[src/include/scps_defs.svh]
/*
  offsets, field positions, reset values and timing counts of the
  system clock prescaler and sleep entry block.
  assumes: included by bare name from package and design files.
*/
`ifndef SCPS_DEFS_SVH
`define SCPS_DEFS_SVH

// register byte offsets on the avalon bus
`define SCPS_OFS_PRESCALE    4'h0
`define SCPS_OFS_SLEEP       4'h4
`define SCPS_OFS_TOSC        4'h8
`define SCPS_OFS_STATUS      4'hC

// prescale register fields
`define SCPS_PCE_BIT         7
`define SCPS_SEL_MSB         3
`define SCPS_PCE_UNLOCK      8'h80
`define SCPS_SEL_RST_DIV1    4'h0
`define SCPS_SEL_RST_DIV8    4'h3
`define SCPS_SEL_MAX         4'h8

// sleep control register fields
`define SCPS_SE_BIT          0
`define SCPS_SM_LSB          1
`define SCPS_SM_MSB          3
`define SCPS_SM_IDLE         3'h0
`define SCPS_SM_ADC_NR       3'h1
`define SCPS_SM_PWR_DOWN     3'h2
`define SCPS_SM_PWR_SAVE     3'h3
`define SCPS_SM_STANDBY      3'h6

// timer oscillator register fields
`define SCPS_TOSC_EN_BIT     0
`define SCPS_TOSC_EXT_BIT    1

// timing, in master clock cycles (100 MHz)
`define SCPS_PCE_WINDOW      3'h4
`define SCPS_WAKE_HALT       5'h04
`define SCPS_STARTUP_DEF     5'h06

`endif

[src/include/scps_pkg.sv]
/*
  types of the system clock prescaler and sleep entry block.
  assumes: scps_defs.svh on the include path.
*/
`include "scps_defs.svh"

package scps_pkg;

  // sleep sequencer states
  typedef enum logic [1:0] {
    SCPS_RUN,
    SCPS_SLEEP,
    SCPS_WAKE
  } scps_state_t;

  // whole state of the block
  typedef struct packed {
    logic [1:0]  fuse_clock_output_pin_s;    // clock out fuse synchroniser
    logic [1:0]  fuse_div8_s;    // divide-by-eight fuse synchroniser
    logic [1:0]  rc_src_s;       // internal rc source strap synchroniser
    logic [1:0]  tosc_pin_s;     // timer osc input pin synchroniser
    logic        waitreq;        // avalon waitrequest
    logic [31:0] rdata;          // avalon read data
    logic        pce;            // prescale change enable
    logic [2:0]  pce_cnt;        // cycles since pce was set
    logic [3:0]  sel_prog;       // programmed prescale select
    logic [3:0]  sel_act;        // select in force in the divider
    logic [7:0]  div_cnt;        // divider count
    logic        clk_en;         // divided clock enable pulse
    logic        clock_output_pin;           // clock output pin level
    logic        clock_output_pin_oe;        // clock output pin enable
    logic        se;             // sleep enable
    logic [2:0]  sm;             // sleep mode select
    scps_state_t st;             // sleep sequencer state
    logic [4:0]  wake_cnt;       // halt countdown after wake
    logic        halt;           // cpu and flash clocks stopped
    logic        tosc_en;        // timer osc requested
    logic        tosc_ext;       // timer external clock select
    logic        tosc_on;        // timer osc granted
    logic        tosc_ext_on;    // external timer clock granted
    logic        tosc_clk;       // accepted timer clock sample
  } scps_regs_t;

endpackage

[src/hw/scps_top.sv]
/*
  system clock prescaler with timed unlock, clock output pin,
  timer oscillator pin control and sleep entry sequencing.
  assumes: one 100 MHz master clock, synchronous active low reset
  held at least 3 edges, a core that strobes sleep instructions and
  wake interrupts on the same clock, fuses and pins asynchronous.
*/
`timescale 1ns/1ps
`include "scps_defs.svh"

// Overview of operation
// - clock out fuse drives pin, even in reset
// - pin carries the divided system clock
// - timer osc only with internal rc source
// - external timer clock needs select bit set
// - divide cpu, flash, io, adc clock enables
// - switch divider only at period boundary
// - new rate within old plus two new periods
// - count runs on master clock, not readable
// - enable set only by write of 0x80
// - enable clears after four cycles or select write
// - rewrite enable neither extends nor clears it
// - reset loads select from divide-by-eight fuse
// - any select value accepted regardless of fuse
// - select codes 0..8 divide by 1..256
// - sleep only with enable bit and instruction
// - wake halts four cycles past startup time
// - register file and sram kept across sleep
// - reset during sleep restarts from reset vector
// - sleep mode codes 0,1,2,3,6 valid only
module scps_top #(
  parameter logic [4:0] STARTUP_CYC = `SCPS_STARTUP_DEF   // oscillator start-up time in cycles
) (
  input  wire logic        I_CLK_SYS,          // undivided master clock
  input  wire logic        I_RST_B,            // synchronous reset, active low
  input  wire logic [3:0]  I_AVS_ADDRESS,      // byte address
  input  wire logic        I_AVS_READ,         // read request
  input  wire logic        I_AVS_WRITE,        // write request
  input  wire logic [31:0] I_AVS_WRITEDATA,    // write data
  output logic      [31:0] O_AVS_READDATA,     // read data
  output logic             O_AVS_WAITREQUEST,  // stall
  input  wire logic        I_FUSE_CLK_OUT,     // clock output fuse programmed
  input  wire logic        I_FUSE_DIV8,        // divide-by-eight fuse programmed
  input  wire logic        I_RC_SOURCE,        // internal rc is system clock
  input  wire logic        I_TOSC_IN_PIN,      // timer osc input pin
  input  wire logic        I_SLEEP_INSTR,      // core executes sleep, one cycle
  input  wire logic        I_WAKE_IRQ,         // enabled interrupt pending
  output logic             O_CLK_EN,           // divided clock enable pulse
  output logic             O_CPU_HALT,         // cpu and flash clocks held
  output logic             O_SLEEPING,         // core in a sleep mode
  output logic      [2:0]  O_SLEEP_MODE,       // mode in force
  output logic             O_CLOCK_OUTPUT_PIN_PIN,         // clock output pin level
  output logic             O_CLOCK_OUTPUT_PIN_OE,          // clock output pin enable
  output logic             O_TOSC_EN,          // timer osc owns crystal pins
  output logic             O_TOSC_EXT_EN,      // external timer clock accepted
  output logic             O_TOSC_CLK          // accepted timer clock sample
);
  import scps_pkg::*;

  scps_regs_t r_r;    // registered state
  scps_regs_t r_nxt;  // next state

  // divide code to terminal count, reserved codes run at 256
  function automatic logic [7:0] div_limit(input logic [3:0] sel);
    logic [8:0] d;
    d = 9'h001;
    if (sel > `SCPS_SEL_MAX) begin
      d = 9'h100;
    end else begin
      d = 9'(9'h001 << sel);
    end
    div_limit = 8'(d - 9'h001);
  endfunction

  // legal sleep mode codes
  function automatic logic sm_valid(input logic [2:0] sm);
    sm_valid = (sm == `SCPS_SM_IDLE) || (sm == `SCPS_SM_ADC_NR) ||
               (sm == `SCPS_SM_PWR_DOWN) || (sm == `SCPS_SM_PWR_SAVE) ||
               (sm == `SCPS_SM_STANDBY);
  endfunction

  logic       bus_req;   // request present
  logic       acc_wr;    // write taken this edge
  logic [7:0] wbyte;     // low write byte
  logic       tick;      // divider terminal count

  assign bus_req = I_AVS_READ || I_AVS_WRITE;
  assign acc_wr  = I_AVS_WRITE && !r_r.waitreq;
  assign wbyte   = I_AVS_WRITEDATA[7:0];
  assign tick    = (r_r.div_cnt == div_limit(r_r.sel_act));

  // next state of everything
  always_comb begin
    r_nxt = r_r;
    // synchronisers, second stage is the only reader of the first
    r_nxt.fuse_clock_output_pin_s = {r_r.fuse_clock_output_pin_s[0], I_FUSE_CLK_OUT};
    r_nxt.fuse_div8_s = {r_r.fuse_div8_s[0], I_FUSE_DIV8};
    r_nxt.rc_src_s    = {r_r.rc_src_s[0], I_RC_SOURCE};
    r_nxt.tosc_pin_s  = {r_r.tosc_pin_s[0], I_TOSC_IN_PIN};
    // pin enable follows the fuse, reset or not
    r_nxt.clock_output_pin_oe = r_r.fuse_clock_output_pin_s[1];

    if (!I_RST_B) begin
      // reset values, fuse loads select
      r_nxt.waitreq  = 1'b1;
      r_nxt.rdata    = 32'h0000_0000;
      r_nxt.pce      = 1'b0;
      r_nxt.pce_cnt  = 3'h0;
      r_nxt.sel_prog = r_r.fuse_div8_s[1] ? `SCPS_SEL_RST_DIV8 : `SCPS_SEL_RST_DIV1;
      r_nxt.sel_act  = r_nxt.sel_prog;
      r_nxt.div_cnt  = 8'h00;
      r_nxt.clk_en   = 1'b0;
      r_nxt.clock_output_pin     = 1'b0;
      r_nxt.se       = 1'b0;
      r_nxt.sm       = `SCPS_SM_IDLE;
      r_nxt.st       = SCPS_RUN;
      r_nxt.wake_cnt = 5'h00;
      r_nxt.halt     = 1'b0;
      r_nxt.tosc_en  = 1'b0;
      r_nxt.tosc_ext = 1'b0;
      r_nxt.tosc_on  = 1'b0;
      r_nxt.tosc_ext_on = 1'b0;
      r_nxt.tosc_clk = 1'b0;
    end else begin
      // bus handshake: one wait cycle, then one ready cycle
      r_nxt.waitreq = !(bus_req && r_r.waitreq);
      if (bus_req && r_r.waitreq) begin
        case (I_AVS_ADDRESS)
          `SCPS_OFS_PRESCALE: begin
            r_nxt.rdata = {24'h00_0000, r_r.pce, 3'h0, r_r.sel_prog};
          end
          `SCPS_OFS_SLEEP: begin
            r_nxt.rdata = {28'h000_0000, r_r.sm, r_r.se};
          end
          `SCPS_OFS_TOSC: begin
            r_nxt.rdata = {30'h0000_0000, r_r.tosc_ext, r_r.tosc_en};
          end
          `SCPS_OFS_STATUS: begin
            r_nxt.rdata = {24'h00_0000, r_r.sel_act, r_r.tosc_ext_on, r_r.tosc_on,
                           r_r.halt, (r_r.st != SCPS_RUN)};
          end
          default: begin
            r_nxt.rdata = 32'h0000_0000;  // unmapped reads zero
          end
        endcase
      end

      // unlock window timeout, counted on the master clock
      if (r_r.pce) begin
        r_nxt.pce_cnt = r_r.pce_cnt + 3'h1;
        if (r_r.pce_cnt == (`SCPS_PCE_WINDOW - 3'h1)) begin
          r_nxt.pce = 1'b0;
        end
      end

      // register writes
      if (acc_wr) begin
        case (I_AVS_ADDRESS)
          `SCPS_OFS_PRESCALE: begin
            if (wbyte == `SCPS_PCE_UNLOCK) begin
              if (!r_r.pce) begin
                r_nxt.pce     = 1'b1;
                r_nxt.pce_cnt = 3'h0;
              end
              // rewrite while open: no restart, no clear
            end else if (r_r.pce && !wbyte[`SCPS_PCE_BIT]) begin
              r_nxt.sel_prog = wbyte[`SCPS_SEL_MSB:0];
              r_nxt.pce      = 1'b0;
            end
            // bits 6..4 are never stored
          end
          `SCPS_OFS_SLEEP: begin
            r_nxt.se = I_AVS_WRITEDATA[`SCPS_SE_BIT];
            r_nxt.sm = I_AVS_WRITEDATA[`SCPS_SM_MSB:`SCPS_SM_LSB];
          end
          `SCPS_OFS_TOSC: begin
            r_nxt.tosc_en  = I_AVS_WRITEDATA[`SCPS_TOSC_EN_BIT];
            r_nxt.tosc_ext = I_AVS_WRITEDATA[`SCPS_TOSC_EXT_BIT];
          end
          default: begin
            r_nxt.se = r_r.se;  // unmapped and read-only writes ignored
          end
        endcase
      end

      // divider, new select taken only at a period boundary
      if (tick) begin
        r_nxt.div_cnt = 8'h00;
        r_nxt.sel_act = r_r.sel_prog;
        r_nxt.clock_output_pin    = !r_r.clock_output_pin;
      end else begin
        r_nxt.div_cnt = r_r.div_cnt + 8'h01;
      end
      r_nxt.clk_en = (r_nxt.div_cnt == div_limit(r_nxt.sel_act));

      // timer oscillator pin ownership
      r_nxt.tosc_on     = r_r.tosc_en && r_r.rc_src_s[1];
      r_nxt.tosc_ext_on = r_nxt.tosc_on && r_r.tosc_ext;
      r_nxt.tosc_clk    = r_nxt.tosc_ext_on && r_r.tosc_pin_s[1];

      // sleep sequencer; memory contents are never touched
      case (r_r.st)
        SCPS_RUN: begin
          if (I_SLEEP_INSTR && r_r.se && sm_valid(r_r.sm)) begin
            r_nxt.st   = SCPS_SLEEP;
            r_nxt.halt = 1'b1;
          end
        end
        SCPS_SLEEP: begin
          if (I_WAKE_IRQ) begin
            r_nxt.st       = SCPS_WAKE;
            r_nxt.wake_cnt = 5'(STARTUP_CYC + `SCPS_WAKE_HALT - 5'h01);
          end
        end
        SCPS_WAKE: begin
          if (r_r.wake_cnt == 5'h00) begin
            r_nxt.st   = SCPS_RUN;
            r_nxt.halt = 1'b0;
          end else begin
            r_nxt.wake_cnt = r_r.wake_cnt - 5'h01;
          end
        end
        default: begin
          r_nxt.st   = SCPS_RUN;
          r_nxt.halt = 1'b0;
        end
      endcase
    end
  end

  // single state register
  always_ff @(posedge I_CLK_SYS) begin
    r_r <= r_nxt;
  end

  // outputs straight from flops, except O_SLEEPING, which is decoded from the state
  assign O_AVS_READDATA    = r_r.rdata;
  assign O_AVS_WAITREQUEST = r_r.waitreq;
  assign O_CLK_EN          = r_r.clk_en;
  assign O_CPU_HALT        = r_r.halt;
  assign O_SLEEPING        = (r_r.st == SCPS_SLEEP);
  assign O_SLEEP_MODE      = r_r.sm;
  assign O_CLOCK_OUTPUT_PIN_PIN        = r_r.clock_output_pin;
  assign O_CLOCK_OUTPUT_PIN_OE         = r_r.clock_output_pin_oe;
  assign O_TOSC_EN         = r_r.tosc_on;
  assign O_TOSC_EXT_EN     = r_r.tosc_ext_on;
  assign O_TOSC_CLK        = r_r.tosc_clk;

  // cycles spent in the wake halt, checks only
  logic [5:0] halt_len_r;

  // count wake cycles, cleared outside the wake state
  always_ff @(posedge I_CLK_SYS) begin
    if (r_r.st == SCPS_WAKE) begin
      halt_len_r <= halt_len_r + 6'h01;
    end else begin
      halt_len_r <= 6'h00;
    end
  end
endmodule

[config.mk]
export PLATFORM = sky130hd
export DESIGN_NAME = scps_top
export DESIGN_NICKNAME = d
export VERILOG_FILES = /design/src/include/scps_pkg.sv /design/src/hw/scps_top.sv
export VERILOG_INCLUDE_DIRS = /design/src /design/src/include
export SDC_FILE = /design/constraint.sdc
export NUM_CORES = 1
export LEC_CHECK = 0
export BUFFER_PORTS_ARGS = -buffer_cell sky130_fd_sc_hd__clkbuf_2
export CORE_MARGIN = 3
export CORE_UTILIZATION = 35
export DETAILED_ROUTE_END_ITERATION = 12
export SLEW_MARGIN = 25
export SYNTH_ARGS = -nofsm -noshare
export SYNTH_HDL_FRONTEND = slang
export SYNTH_SLANG_ARGS = --single-unit
[constraint.sdc]
create_clock -name I_CLK_SYS -period 6.3 [get_ports I_CLK_SYS]
set_input_delay 0.315 -clock I_CLK_SYS [delete_from_list [all_inputs] [get_ports I_CLK_SYS]]
set_output_delay 0.315 -clock I_CLK_SYS [all_outputs]
set_load 0.05 [all_outputs]
==> results of run 1 <==
==> worst min-delay path by stage <==
stage             startpoint                    end  slack (ns)  depth (start not counted)
2_1_floorplan      r_nxt[17]  O_CLOCK_OUTPUT_PIN_OE        0.31                          0
3_3_place_gp       r_nxt[74]                r_r[74]        0.31                          0
3_5_place_dp       r_nxt[17]  O_CLOCK_OUTPUT_PIN_OE        0.31                          0
4_1_cts          I_FUSE_DIV8              r_nxt[78]        0.05                          1
5_1_grt        I_TOSC_IN_PIN              r_nxt[74]        0.05                          1
6_report         I_FUSE_DIV8              r_nxt[78]        0.07                          1
==> synth_stat cells (8+ instances only) <==
| master | n |
|---|---|
| ha_1 | 8 |
| dfxtp_1 | 53 |
| nand3_1 | 14 |
| a21oi_1 | 15 |
| buf_4 | 36 |
| xnor2_1 | 12 |
| mux2i_1 | 9 |
| nor2_1 | 27 |
| a22oi_1 | 9 |
| nor2b_1 | 20 |
| inv_1 | 14 |
| nand2_1 | 36 |
| xor2_1 | 8 |
| clkbuf_1 | 14 |
==> state kept, by name (all words and copies together), names as in the netlist, 3 cells and up <==
| name | count |
|---|---|
| r_r | 33 |
| O_AVS_READDATA | 8 |
| r_nxt | 5 |
| O_SLEEP_MODE | 3 |
==> power by group through the flow <==
stage | Sequential, mW | Combinational [mW] | Clock (mW)
2_1_floorplan | 0.399 | 0.175 | 0
3_3_place_gp | 0.405 | 0.184 | 0
3_5_place_dp | 0.405 | 0.187 | 0
4_1_cts | 0.397 | 0.187 | 0.400
5_1_grt | 0.400 | 0.205 | 0.421
6_report | 0.397 | 0.187 | 0.390
==> critical path, cell delays in order, from the launching register on <==
cell and delay [ns]:
dfxtp_1 0.52, or2_2 0.43, nor2_1 0.18, inv_1 0.08, ha_1 0.32, or4b_4 0.52
a211o_1 0.30, o211ai_1 0.09, and4bb_4 0.44, nor2_1 0.09, a21oi_1 0.13, ha_1 0.46
xnor2_1 0.21, xnor2_1 0.26, mux2i_1 0.21, a221o_1 0.16, nand2_1 0.05, a22oi_1 0.22
nor2_1 0.10, nor3_2 0.16
==> stage by stage <==
step                std cells  instance area (um^2)
floorplan                 404                  3380
global placement          496                  3350
detailed placement        496                  3350
CTS                       512                  3570
global route              512                  3570
finish                    512                  3570
==> metal layers <==
layer,track usage,routed length (um),vias up
met4,0.0359,35,0
li1,-,-,1300
met1,0.162,3060,1198
met3,0.0426,304,4
met2,0.212,3150,60
met5,0,0,-
==> cells by family after synthesis <==
logic type      after synthesis  synth area share
simple gates                147             0.236
flops                        57             0.359
other cells                   1           0.00114
buf+inv                      71             0.128
fa+ha+maj                     8            0.0304
mux                          15            0.0582
xor+xnor                     20            0.0532
compound gates               62             0.135
==> cell type report <==
| type | instances | area [um^2] | share of cell area |
|---|---|---|---|
| multi-input combinational | 276 | 1780 | 0.497 |
| sequential | 57 | 1180 | 0.330 |
| timing repair buffer | 41 | 205 | 0.0574 |
| tap | 108 | 135 | 0.0378 |
| clock buffer | 9 | 124 | 0.0347 |
| clock inverter | 7 | 101 | 0.0284 |
| inverter | 14 | 52.6 | 0.0147 |
==> out/metrics.yaml, run 1 <==
power.density_nw_per_um2: 272
combinationalPowerShare: 0.192
yosysSeqAreaShare: 0.359
diodes: 0
synth_top_area_cell: "dfxtp_1"
seq_power_share: 0.408
cts_tree: "yes"
clkPwrFrac: 0.401
finalPower_mw: 0.973
crit_path_start: "r_r[31]"
switching_share: 0.308
overflow: 0
setup_viol: 0
ys_seq_elements: 57
syn_area_um2: 3290
synth_area_leaders: "dfxtp_1, buf_4, nand2_1, nor2b_1, edfxtp_1"
max_slew_margin: 0.542
final_common_cell: "dfxtp_1"
grt_pass1_wl_um: 10900
syn_to_final_growth_pct: 8.59
fp.dieH_um: 103
p_sw_mw: 0.299
synthCells: 381
start_util: 0.368
dr.pass1.iters: 4
rows: 34
reg2reg_setup_slack_ns: 1.29
cp_max_fo: 21
ys_warn_count: 0
syn_avg_cell_area_um2: 8.64
cts_made_buffers: 9
drc: 0
power.internal_mw: 0.674
grt_pass1_vias: 2418
chipWidth_um: 103
period_needed_ns: 5.01
fin_hold_ws_ns: 0.0686
endpoint: "O_CLK_EN"
reg2reg_from: "r_r[31]"
synth-main-ff-cell: "dfxtp_1"
clk-insertion-delay-late_ns: 0.34
fp.coreArea_um2: 8930
synth.distinct_cells: 59
drt_iter0_drc: 99
cts.sinks: 57
cts_setup_buffers: 0
setup_slack_ns: 1.29
p_leak_nw: 1.49
critPathLaunchType: "register"
drv_cap: 0
finalCritPeriodShare: 0.796
drive_above_1_share: 0.186
n_fill_cell: 896
grt_max_degree: 42
vias_per_cell: 5.00
io_pins: 90
avgRoutedWirePerCell_um: 12.8
grt_use_total: 0.129
status: "completed"
crit_required_ns: 6.57
worstHoldPathType: "input port to register"
synth_top_area_share: 0.322
root_buffer: "clkbuf_8"
r2r_end: "O_CLK_EN"
synth_edf_count: 4
cts_resized: 0
fin_util: 0.400
crit_path_end_kind: "register"
wirelength_um: 6550
clk_path_buf_depth: 2
htreeDepth: 3
critical_path_class: "register to register"
fp.dieArea_um2: 10600
ant_nets: 0
fin_nets: 453
postCtsHoldBufs: 0
slew_violations: 0
peakVddDrop_mv: 0.173
portBuffers: 41
rsz0062_at_grt: "no"
setup-tns-final_ns: 0
reg2reg_depth: 19
worstMarginPinSlew_ns: 0.687
gp_congestion: 0.754
clock.fmax_ghz: 0.199
clkTransAtPathRegs_ns: 0.08
cp.arrival_ns: 5.29
finalHoldViolCount: 0
ys_async_sr_fraction: 0
final_cell_mix: "dfxtp_1, clkbuf_2, nand2_1, nor2_1, conb_1"
dpl.hpwl_um: 4750
antenna_found_initial: 0
fin_skew_ns: 0.00802
place_ws_ns: 1.30
dr_total_vias: 2562
Note: power is estimated with default switching activity, not from simulation.
==> run 2, diff against run 1 <==
- ABC_AREA: default -> 1
- clock period: 6.3 -> 4.5 ns (I/O delays scaled with it)
==> run 2 against run 1 <==
Core utilization rose by 0.92 points; flip-flop and latch count is the same; fmax grew 42%; area after synthesis decreased by 0.19%; non-clock buffer count is 4 higher; critical path depth increased by 5; cell count increased by 21%; final area up 2.3%; worst hold slack improved by 0.087 ns; largest cell class unchanged.
==> out/metrics.yaml, run 2 <==
cp_num_cells: 24  # was 19
drc: 0  # unchanged
setup-tns-final_ns: 0  # unchanged
chipWidth_um: 103  # about the same
setup_slack_ns: 0.971  # was 1.29 ns
max_stage_delay_ns: 0.52  # about the same
yosys-top-cells-count: "nand2_1, inv_1, dfxtp_1, buf_4, nor2_1"  # was dfxtp_1, buf_4, nand2_1, nor2_1, nor2b_1
status: "completed"  # unchanged
place_ws_ns: 0.990  # was 1.30 ns
yosysSeqAreaShare: 0.359  # about the same
drive_above_1_share: 0.173  # was 0.186
clkPwrFrac: 0.250  # was 0.401
clk-insertion-delay-late_ns: 0.34  # about the same
start_util: 0.368  # about the same
ys_seq_elements: 57  # unchanged
synthCells: 472  # was 381
avgRoutedWirePerCell_um: 11.4  # was 12.8 um
rsz0062_at_grt: "no"  # unchanged
ant_nets: 0  # unchanged
power.density_nw_per_um2: 542  # was 272 nW/um^2
final_cell_mix: "nand2_1, inv_1, dfxtp_1, clkbuf_2, nor2_1"  # was dfxtp_1, clkbuf_2, nand2_1, nor2_1, conb_1
crit_family: "simple AND/OR/NAND/NOR gates"  # unchanged
regMostFlops: "r_r"  # unchanged
ff_latch_area_um2: 1180  # unchanged
fp.dieArea_um2: 10600  # about the same
cts_tree: "yes"  # unchanged
combinationalPowerShare: 0.450  # was 0.192
rows: 34  # unchanged
reg2reg_setup_slack_ns: 0.97  # was 1.29 ns
io_pins: 90  # unchanged
worstMarginPinSlew_ns: 0.877  # was 0.687 ns
synth.most_common_cell: "nand2_1"  # was dfxtp_1
portBuffers: 41  # unchanged
crit_path_start: "r_r[29]"  # was r_r[31]
fin_util: 0.409  # was 0.400
grt_use_total: 0.142  # was 0.129
p_sw_mw: 0.869  # was 0.299 mW
critPathMostFrequentCell: "nand2_1"  # was nor2_1
finalHoldViolCount: 0  # unchanged
critPathLaunchType: "register"  # unchanged
syn_avg_cell_area_um2: 6.96  # was 8.64 um^2
wirelength_um: 7110  # was 6550 um
multi_input_area_um2: 1640  # was 1780 um^2
power.internal_mw: 1.11  # was 0.674 mW
final_common_cell: "nand2_1"  # was dfxtp_1
diodes: 0  # unchanged
drt_iter0_drc: 74  # was 99
syn_area_um2: 3290  # about the same
r2r_end: "O_CLK_EN"  # unchanged
p_leak_nw: 1.77  # was 1.49 nW
endpoint: "O_CLK_EN"  # unchanged
antenna_found_initial: 0  # unchanged
synth.distinct_cells: 33  # was 59
worstHoldPathType: "input port to register"  # unchanged
dpl.hpwl_um: 5430  # was 4750 um
final_cells: 622  # was 512
critPathSlowestCell: "dfxtp_1"  # unchanged
crit_path_end_kind: "register"  # unchanged
place_area_um2: 3410  # was 3350 um^2
peakVddDrop_mv: 0.217  # was 0.173 mV
grt_pass1_wl_um: 12100  # was 10900 um
largest_reg_flops: 33  # unchanged
path_cells: "nor2_1 > nand2_1 > ha_1 > inv_1 > nand2_1 > nand2_1 > nand2_1 > nand3_2 > nor2_8 > nand3_4 > nand2_2 > nand2_4 > nor2_8 > nand3_1 > ha_1 > nand3_2 > nand2_1 > nor2_1 > nand2_1 > nor2_1 > nand2_1 > nor2_2 > nand2_1 > nor2_2"  # was or2_2 > nor2_1 > inv_1 > ha_1 > or4b_4 > a211o_1 > o211ai_1 > and4bb_4 > nor2_1 > a21oi_1 > ha_1 > xnor2_1 > xnor2_1 > mux2i_1 > a221o_1 > nand2_1 > a22oi_1 > nor2_1 > nor3_2
clock.fmax_ghz: 0.283  # was 0.199 GHz
dr_total_vias: 2864  # was 2562
fp.coreArea_um2: 8930  # unchanged
gp_congestion: 0.848  # was 0.754
overflow: 0  # unchanged
root_buffer: "clkbuf_8"  # unchanged
slew_violations: 0  # unchanged
reg2reg_from: "r_r[29]"  # was r_r[31]
finalPower_mw: 1.98  # was 0.973 mW
fin_hold_ws_ns: 0.155  # was 0.0686 ns
cts.sinks: 57  # unchanged
synth_top_area_share: 0.323  # was 0.322
drv_cap: 0  # unchanged
finalCritPeriodShare: 0.784  # was 0.796
dr.pass1.iters: 4  # unchanged
cts_made_buffers: 9  # unchanged
clk_path_buf_depth: 2  # unchanged
ys_warn_count: 0  # unchanged
vias_per_cell: 4.60  # was 5.00
critical_path_class: "register to register"  # unchanged
grt_pass1_vias: 2724  # was 2418
switching_share: 0.439  # was 0.308
fp.dieH_um: 103  # about the same
cp.arrival_ns: 3.81  # was 5.29 ns
finish.instance_area_um2: 3660  # was 3570 um^2
synth_edf_count: 4  # unchanged
worstPathBufferInverterCount: 1  # unchanged
dp.cells: 602  # was 496
synth_top_area_cell: "dfxtp_1"  # unchanged
period_needed_ns: 3.53  # was 5.01 ns
clkTransAtPathRegs_ns: 0.07  # was 0.08 ns
grt_max_degree: 32  # was 42
synth-main-ff-cell: "dfxtp_1"  # unchanged
reg2reg_depth: 24  # was 19
fin_skew_ns: 0.00643  # was 0.00802 ns
n_fill_cell: 957  # was 896
fin_nets: 563  # was 453
synth_area_leaders: "dfxtp_1, nand2_1, buf_4, inv_1, nand3_1"  # was dfxtp_1, buf_4, nand2_1, nor2b_1, edfxtp_1
htreeDepth: 3  # unchanged
max_slew_margin: 0.412  # was 0.542
setup_viol: 0  # unchanged
syn_to_final_growth_pct: 11.3  # was 8.59%
crit_required_ns: 4.78  # was 6.57 ns
ys_async_sr_fraction: 0  # unchanged
cp_max_fo: 19  # was 21
seq_power_share: 0.301  # was 0.408
-- run 2: cell count changes after synthesis, moves of 7 or more --
| cell | before | now |
|---|---|---|
| a22oi_1 | 9 | 0 |
| a21oi_1 | 15 | 22 |
| mux2i_1 | 9 | 0 |
| nand3_1 | 14 | 30 |
| inv_1 | 14 | 63 |
| clkbuf_1 | 14 | 5 |
| nand4_1 | 2 | 11 |
| nand2_2 | 0 | 8 |
| nor2b_1 | 20 | 0 |
| nor2_1 | 27 | 34 |
| xnor2_1 | 12 | 0 |
| nand2_1 | 36 | 133 |
| o21ai_0 | 6 | 16 |
-- run 2: how the worst min path moves through the flow --
| stage | start | endpoint | slack, ns | cells past startpoint |
|---|---|---|---|---|
| 2_1_floorplan | I_TOSC_IN_PIN | r_nxt[74] | 0.25 | 0 |
| 3_3_place_gp | r_nxt[76] | r_r[76] | 0.31 | 0 |
| 3_5_place_dp | r_nxt[76] | r_r[76] | 0.31 | 0 |
| 4_1_cts | I_WAKE_IRQ | r_r[11] | 0.15 | 4 |
| 5_1_grt | I_WAKE_IRQ | r_r[11] | 0.17 | 4 |
| 6_report | I_WAKE_IRQ | r_r[11] | 0.16 | 4 |
-- run 2: repair_timing --
item | in CTS | in global routing
resized for setup | 0 | 0
hold buffers | 4 | 0
endpoints found under the setup margin | 0 | 0
buffers inserted | 0 | 0
endpoints found under the hold margin | 4 | 0
-- run 2: metal layers --
| metal | global-route usage | wire [um] | part of all wire |
|---|---|---|---|
| met1 | 0.183 | 3370 | 0.47 |
| met2 | 0.236 | 3330 | 0.47 |
| met3 | 0.0453 | 323 | 0.045 |
| met4 | 0.0289 | 86 | 0.012 |
| met5 | 0 | 0 | 0 |
-- run 2: worst reg2reg max path, cell delays in order (launching register included) --
cell and delay [ns]:
dfxtp_1 0.52, nor2_1 0.15, nand2_1 0.14, ha_1 0.29
inv_1 0.12, nand2_1 0.08, nand2_1 0.05, nand2_1 0.07
nand3_2 0.12, nor2_8 0.20, nand3_4 0.24, nand2_2 0.16
nand2_4 0.09, nor2_8 0.15, nand3_1 0.09, ha_1 0.32
nand3_2 0.08, nand2_1 0.05, nor2_1 0.12, nand2_1 0.06
nor2_1 0.08, nand2_1 0.07, nor2_2 0.08, nand2_1 0.06
nor2_2 0.08
-- run 2: logic make-up after synthesis --
group / count (synthesis) / synth area share
simple gates: 245 / 0.350
buf+inv: 109 / 0.168
flops: 57 / 0.359
compound gates: 49 / 0.0834
fa+ha+maj: 8 / 0.0305
xor+xnor: 3 / 0.00800
other cells: 1 / 0.00114
-- run 2: area by class of cell --
class / count / share of cell area
well taps: 108 / 0.0369
clock buffers: 12 / 0.0424
clock inverters: 4 / 0.0137
multi-input cells: 329 / 0.448
inverters: 67 / 0.0688
repair buffers: 45 / 0.0671
flip-flops and latches: 57 / 0.323
-- run 2: power groups by stage --
stage | clock (mW) | combinational [mW] | sequential (mW)
after floorplan | 0 | 0.747 | 0.615
after global placement | 0 | 0.871 | 0.606
after detailed placement | 0 | 0.888 | 0.607
after CTS | 0.505 | 0.894 | 0.596
after global routing | 0.528 | 1.02 | 0.602
final | 0.494 | 0.891 | 0.596
==> run 3, diff against run 2 <==
- clock period: 4.5 -> 2.9 ns (I/O delays scaled with it)
==> run 3 against run 2 <==
Non-clock buffer count grew 27; cell count rose by 4.3%; final area rose by 8.2%; total power up 77%; setup slack worse by 0.90 ns; via count grew 3.2%; fmax rose by 25%; global-route usage is 0.57 points higher; combinational power is 100% higher; core utilization up 3.3 points; worst hold slack worse by 0.080 ns; register-to-register slack got worse by 0.90 ns; highest routed layer unchanged.
==> out/metrics.yaml, run 3 (synthesis gave the netlist of run 2 again) <==
finalPower_mw: 3.50  # was 1.98 mW
regMostFlops: "r_r"  # unchanged
cts.sinks: 57  # unchanged
critical_path_class: "register to register"  # unchanged
drv_cap: 0  # unchanged
syn_to_final_growth_pct: 20.4  # was 11.3%
drt_iter0_drc: 111  # was 74
setup_viol: 0  # unchanged
power.density_nw_per_um2: 885  # was 542 nW/um^2
cts_tree: "yes"  # unchanged
grt_use_total: 0.148  # was 0.142
fp.dieArea_um2: 10600  # unchanged
gp_congestion: 0.837  # was 0.848
diodes: 0  # unchanged
final_cell_mix: "nand2_1, inv_1, dfxtp_1, clkbuf_2, nor2_1"  # unchanged
max_stage_delay_ns: 0.33  # was 0.52 ns
chipWidth_um: 103  # unchanged
grt_pass1_wl_um: 12500  # was 12100 um
htreeDepth: 3  # unchanged
rows: 34  # unchanged
antenna_found_initial: 0  # unchanged
fin_nets: 590  # was 563
final_common_cell: "nand2_1"  # unchanged
crit_path_end_kind: "register"  # unchanged
p_leak_nw: 1.91  # was 1.77 nW
place_ws_ns: -0.0669  # was 0.990 ns
critPathMostFrequentCell: "nand2_1"  # unchanged
grt_pass1_vias: 2859  # was 2724
cp.arrival_ns: 3.11  # was 3.81 ns
crit_required_ns: 3.18  # was 4.78 ns
setup_slack_ns: 0.0742  # was 0.971 ns
slew_violations: 0  # unchanged
critPathLaunchType: "register"  # unchanged
drive_above_1_share: 0.244  # was 0.173
clk-insertion-delay-late_ns: 0.34  # about the same
vias_per_cell: 4.55  # was 4.60
cts_made_buffers: 9  # unchanged
root_buffer: "clkbuf_8"  # unchanged
fin_skew_ns: 0.0122  # was 0.00643 ns
finalHoldViolCount: 0  # unchanged
portBuffers: 41  # unchanged
fp.coreArea_um2: 8930  # unchanged
max_slew_margin: 0.530  # was 0.412
io_pins: 90  # unchanged
worstPathBufferInverterCount: 2  # was 1
wirelength_um: 7370  # was 7110 um
worstHoldPathType: "input port to register"  # unchanged
dr_total_vias: 2955  # was 2864
grt_max_degree: 18  # was 32
overflow: 0  # unchanged
fp.dieH_um: 103  # unchanged
critPathSlowestCell: "dfxtp_2"  # was dfxtp_1
period_needed_ns: 2.83  # was 3.53 ns
clk_path_buf_depth: 2  # unchanged
dpl.hpwl_um: 5760  # was 5430 um
largest_reg_flops: 33  # unchanged
dr.pass1.iters: 4  # unchanged
clock.fmax_ghz: 0.354  # was 0.283 GHz
worstMarginPinSlew_ns: 0.700  # was 0.877 ns
fin_util: 0.443  # was 0.409
finalCritPeriodShare: 0.974  # was 0.784
cp_max_fo: 8  # was 19
crit_family: "simple AND/OR/NAND/NOR gates"  # unchanged
rsz0062_at_grt: "yes"  # was no
status: "completed"  # unchanged
setup-tns-final_ns: 0  # unchanged
avgRoutedWirePerCell_um: 11.4  # about the same
drc: 0  # unchanged
clkTransAtPathRegs_ns: 0.07  # about the same
peakVddDrop_mv: 0.367  # was 0.217 mV
ant_nets: 0  # unchanged
start_util: 0.368  # unchanged
## run 3: cell count changes in the layout (fill, tap and decap cells not counted), sizes merged
cell      change
buf          +27
clkinvlp      +1
inv           +3
clkinv        -2
clkbuf        -2
## run 3: layout make-up
class | instances | area, um^2
Multi-Input combinational cell | 329 | 1710
Tap cell | 108 | 135
Sequential cell | 57 | 1180
Inverter | 67 | 251
Clock inverter | 6 | 70.1
Clock buffer | 10 | 149
Timing Repair Buffer | 72 | 452
Fill cell | 960 | 4980
## run 3: report_power, final
group	switching, mW	internal [mW]	leakage [nW]
combinational	1.08	0.709	1.33
clock	0.352	0.456	0.109
sequential	0.0527	0.853	0.475
## run 3: path summary, 6_finish.rpt
path | from | to | slack [ns] | cells after the start
worst max-delay path | r_r[30] | O_CLK_EN | 0.07 | 25
worst min register to register | r_nxt[80] | r_nxt[17] | 0.33 | 0
worst max register to register | r_r[30] | O_CLK_EN | 0.07 | 25
worst min-delay path | I_WAKE_IRQ | r_r[11] | 0.08 | 4
## run 3: repair_timing
| item | CTS | global route |
|---|---|---|
| setup endpoints to repair | 1 | 1 |
| setup buffers | 4 | 2 |
| gates resized for setup | 16 | 4 |
| endpoints found under the hold margin | 4 | 0 |
| cloned | 0 | 0 |
| hold buffers | 4 | 0 |
| pin swaps | 12 | 8 |
## run 3: through the flow
stage / hold WS, ns / area, um^2 / cells
6_report: 0.0756 / 3960 / 649
3_3_place_gp: 0.248 / 3570 / 623
3_5_place_dp: 0.249 / 3570 / 623
5_1_grt: 0.0795 / 3960 / 649
2_1_floorplan: 0.173 / 3370 / 495
4_1_cts: 0.0644 / 3930 / 647
## run 3: metal layers
layer	track usage	wire, um
met1	0.185	3410
met2	0.248	3550
met3	0.0467	339
met4	0.0398	68
met5	0	0
## run 3: worst reg2reg max path, stage by stage, from the launching register on
cell     delay [ns]
dfxtp_2        0.33
nor2_4         0.16
nand3_2        0.10
ha_4           0.28
inv_2          0.02
nand2_1        0.05
nand2_1        0.05
nor2_2         0.08
nand3_2        0.12
nor2_8         0.14
nand3_4        0.14
nand2_4        0.10
nand2_4        0.06
nor2_8         0.13
nand3_2        0.09
ha_4           0.29
inv_2          0.03
nand2_1        0.05
nand2_1        0.04
nor2_1         0.09
nand2_1        0.05
nor2_1         0.08
nand2_1        0.07
nor2_2         0.07
nand2_1        0.07
nor2_2         0.07
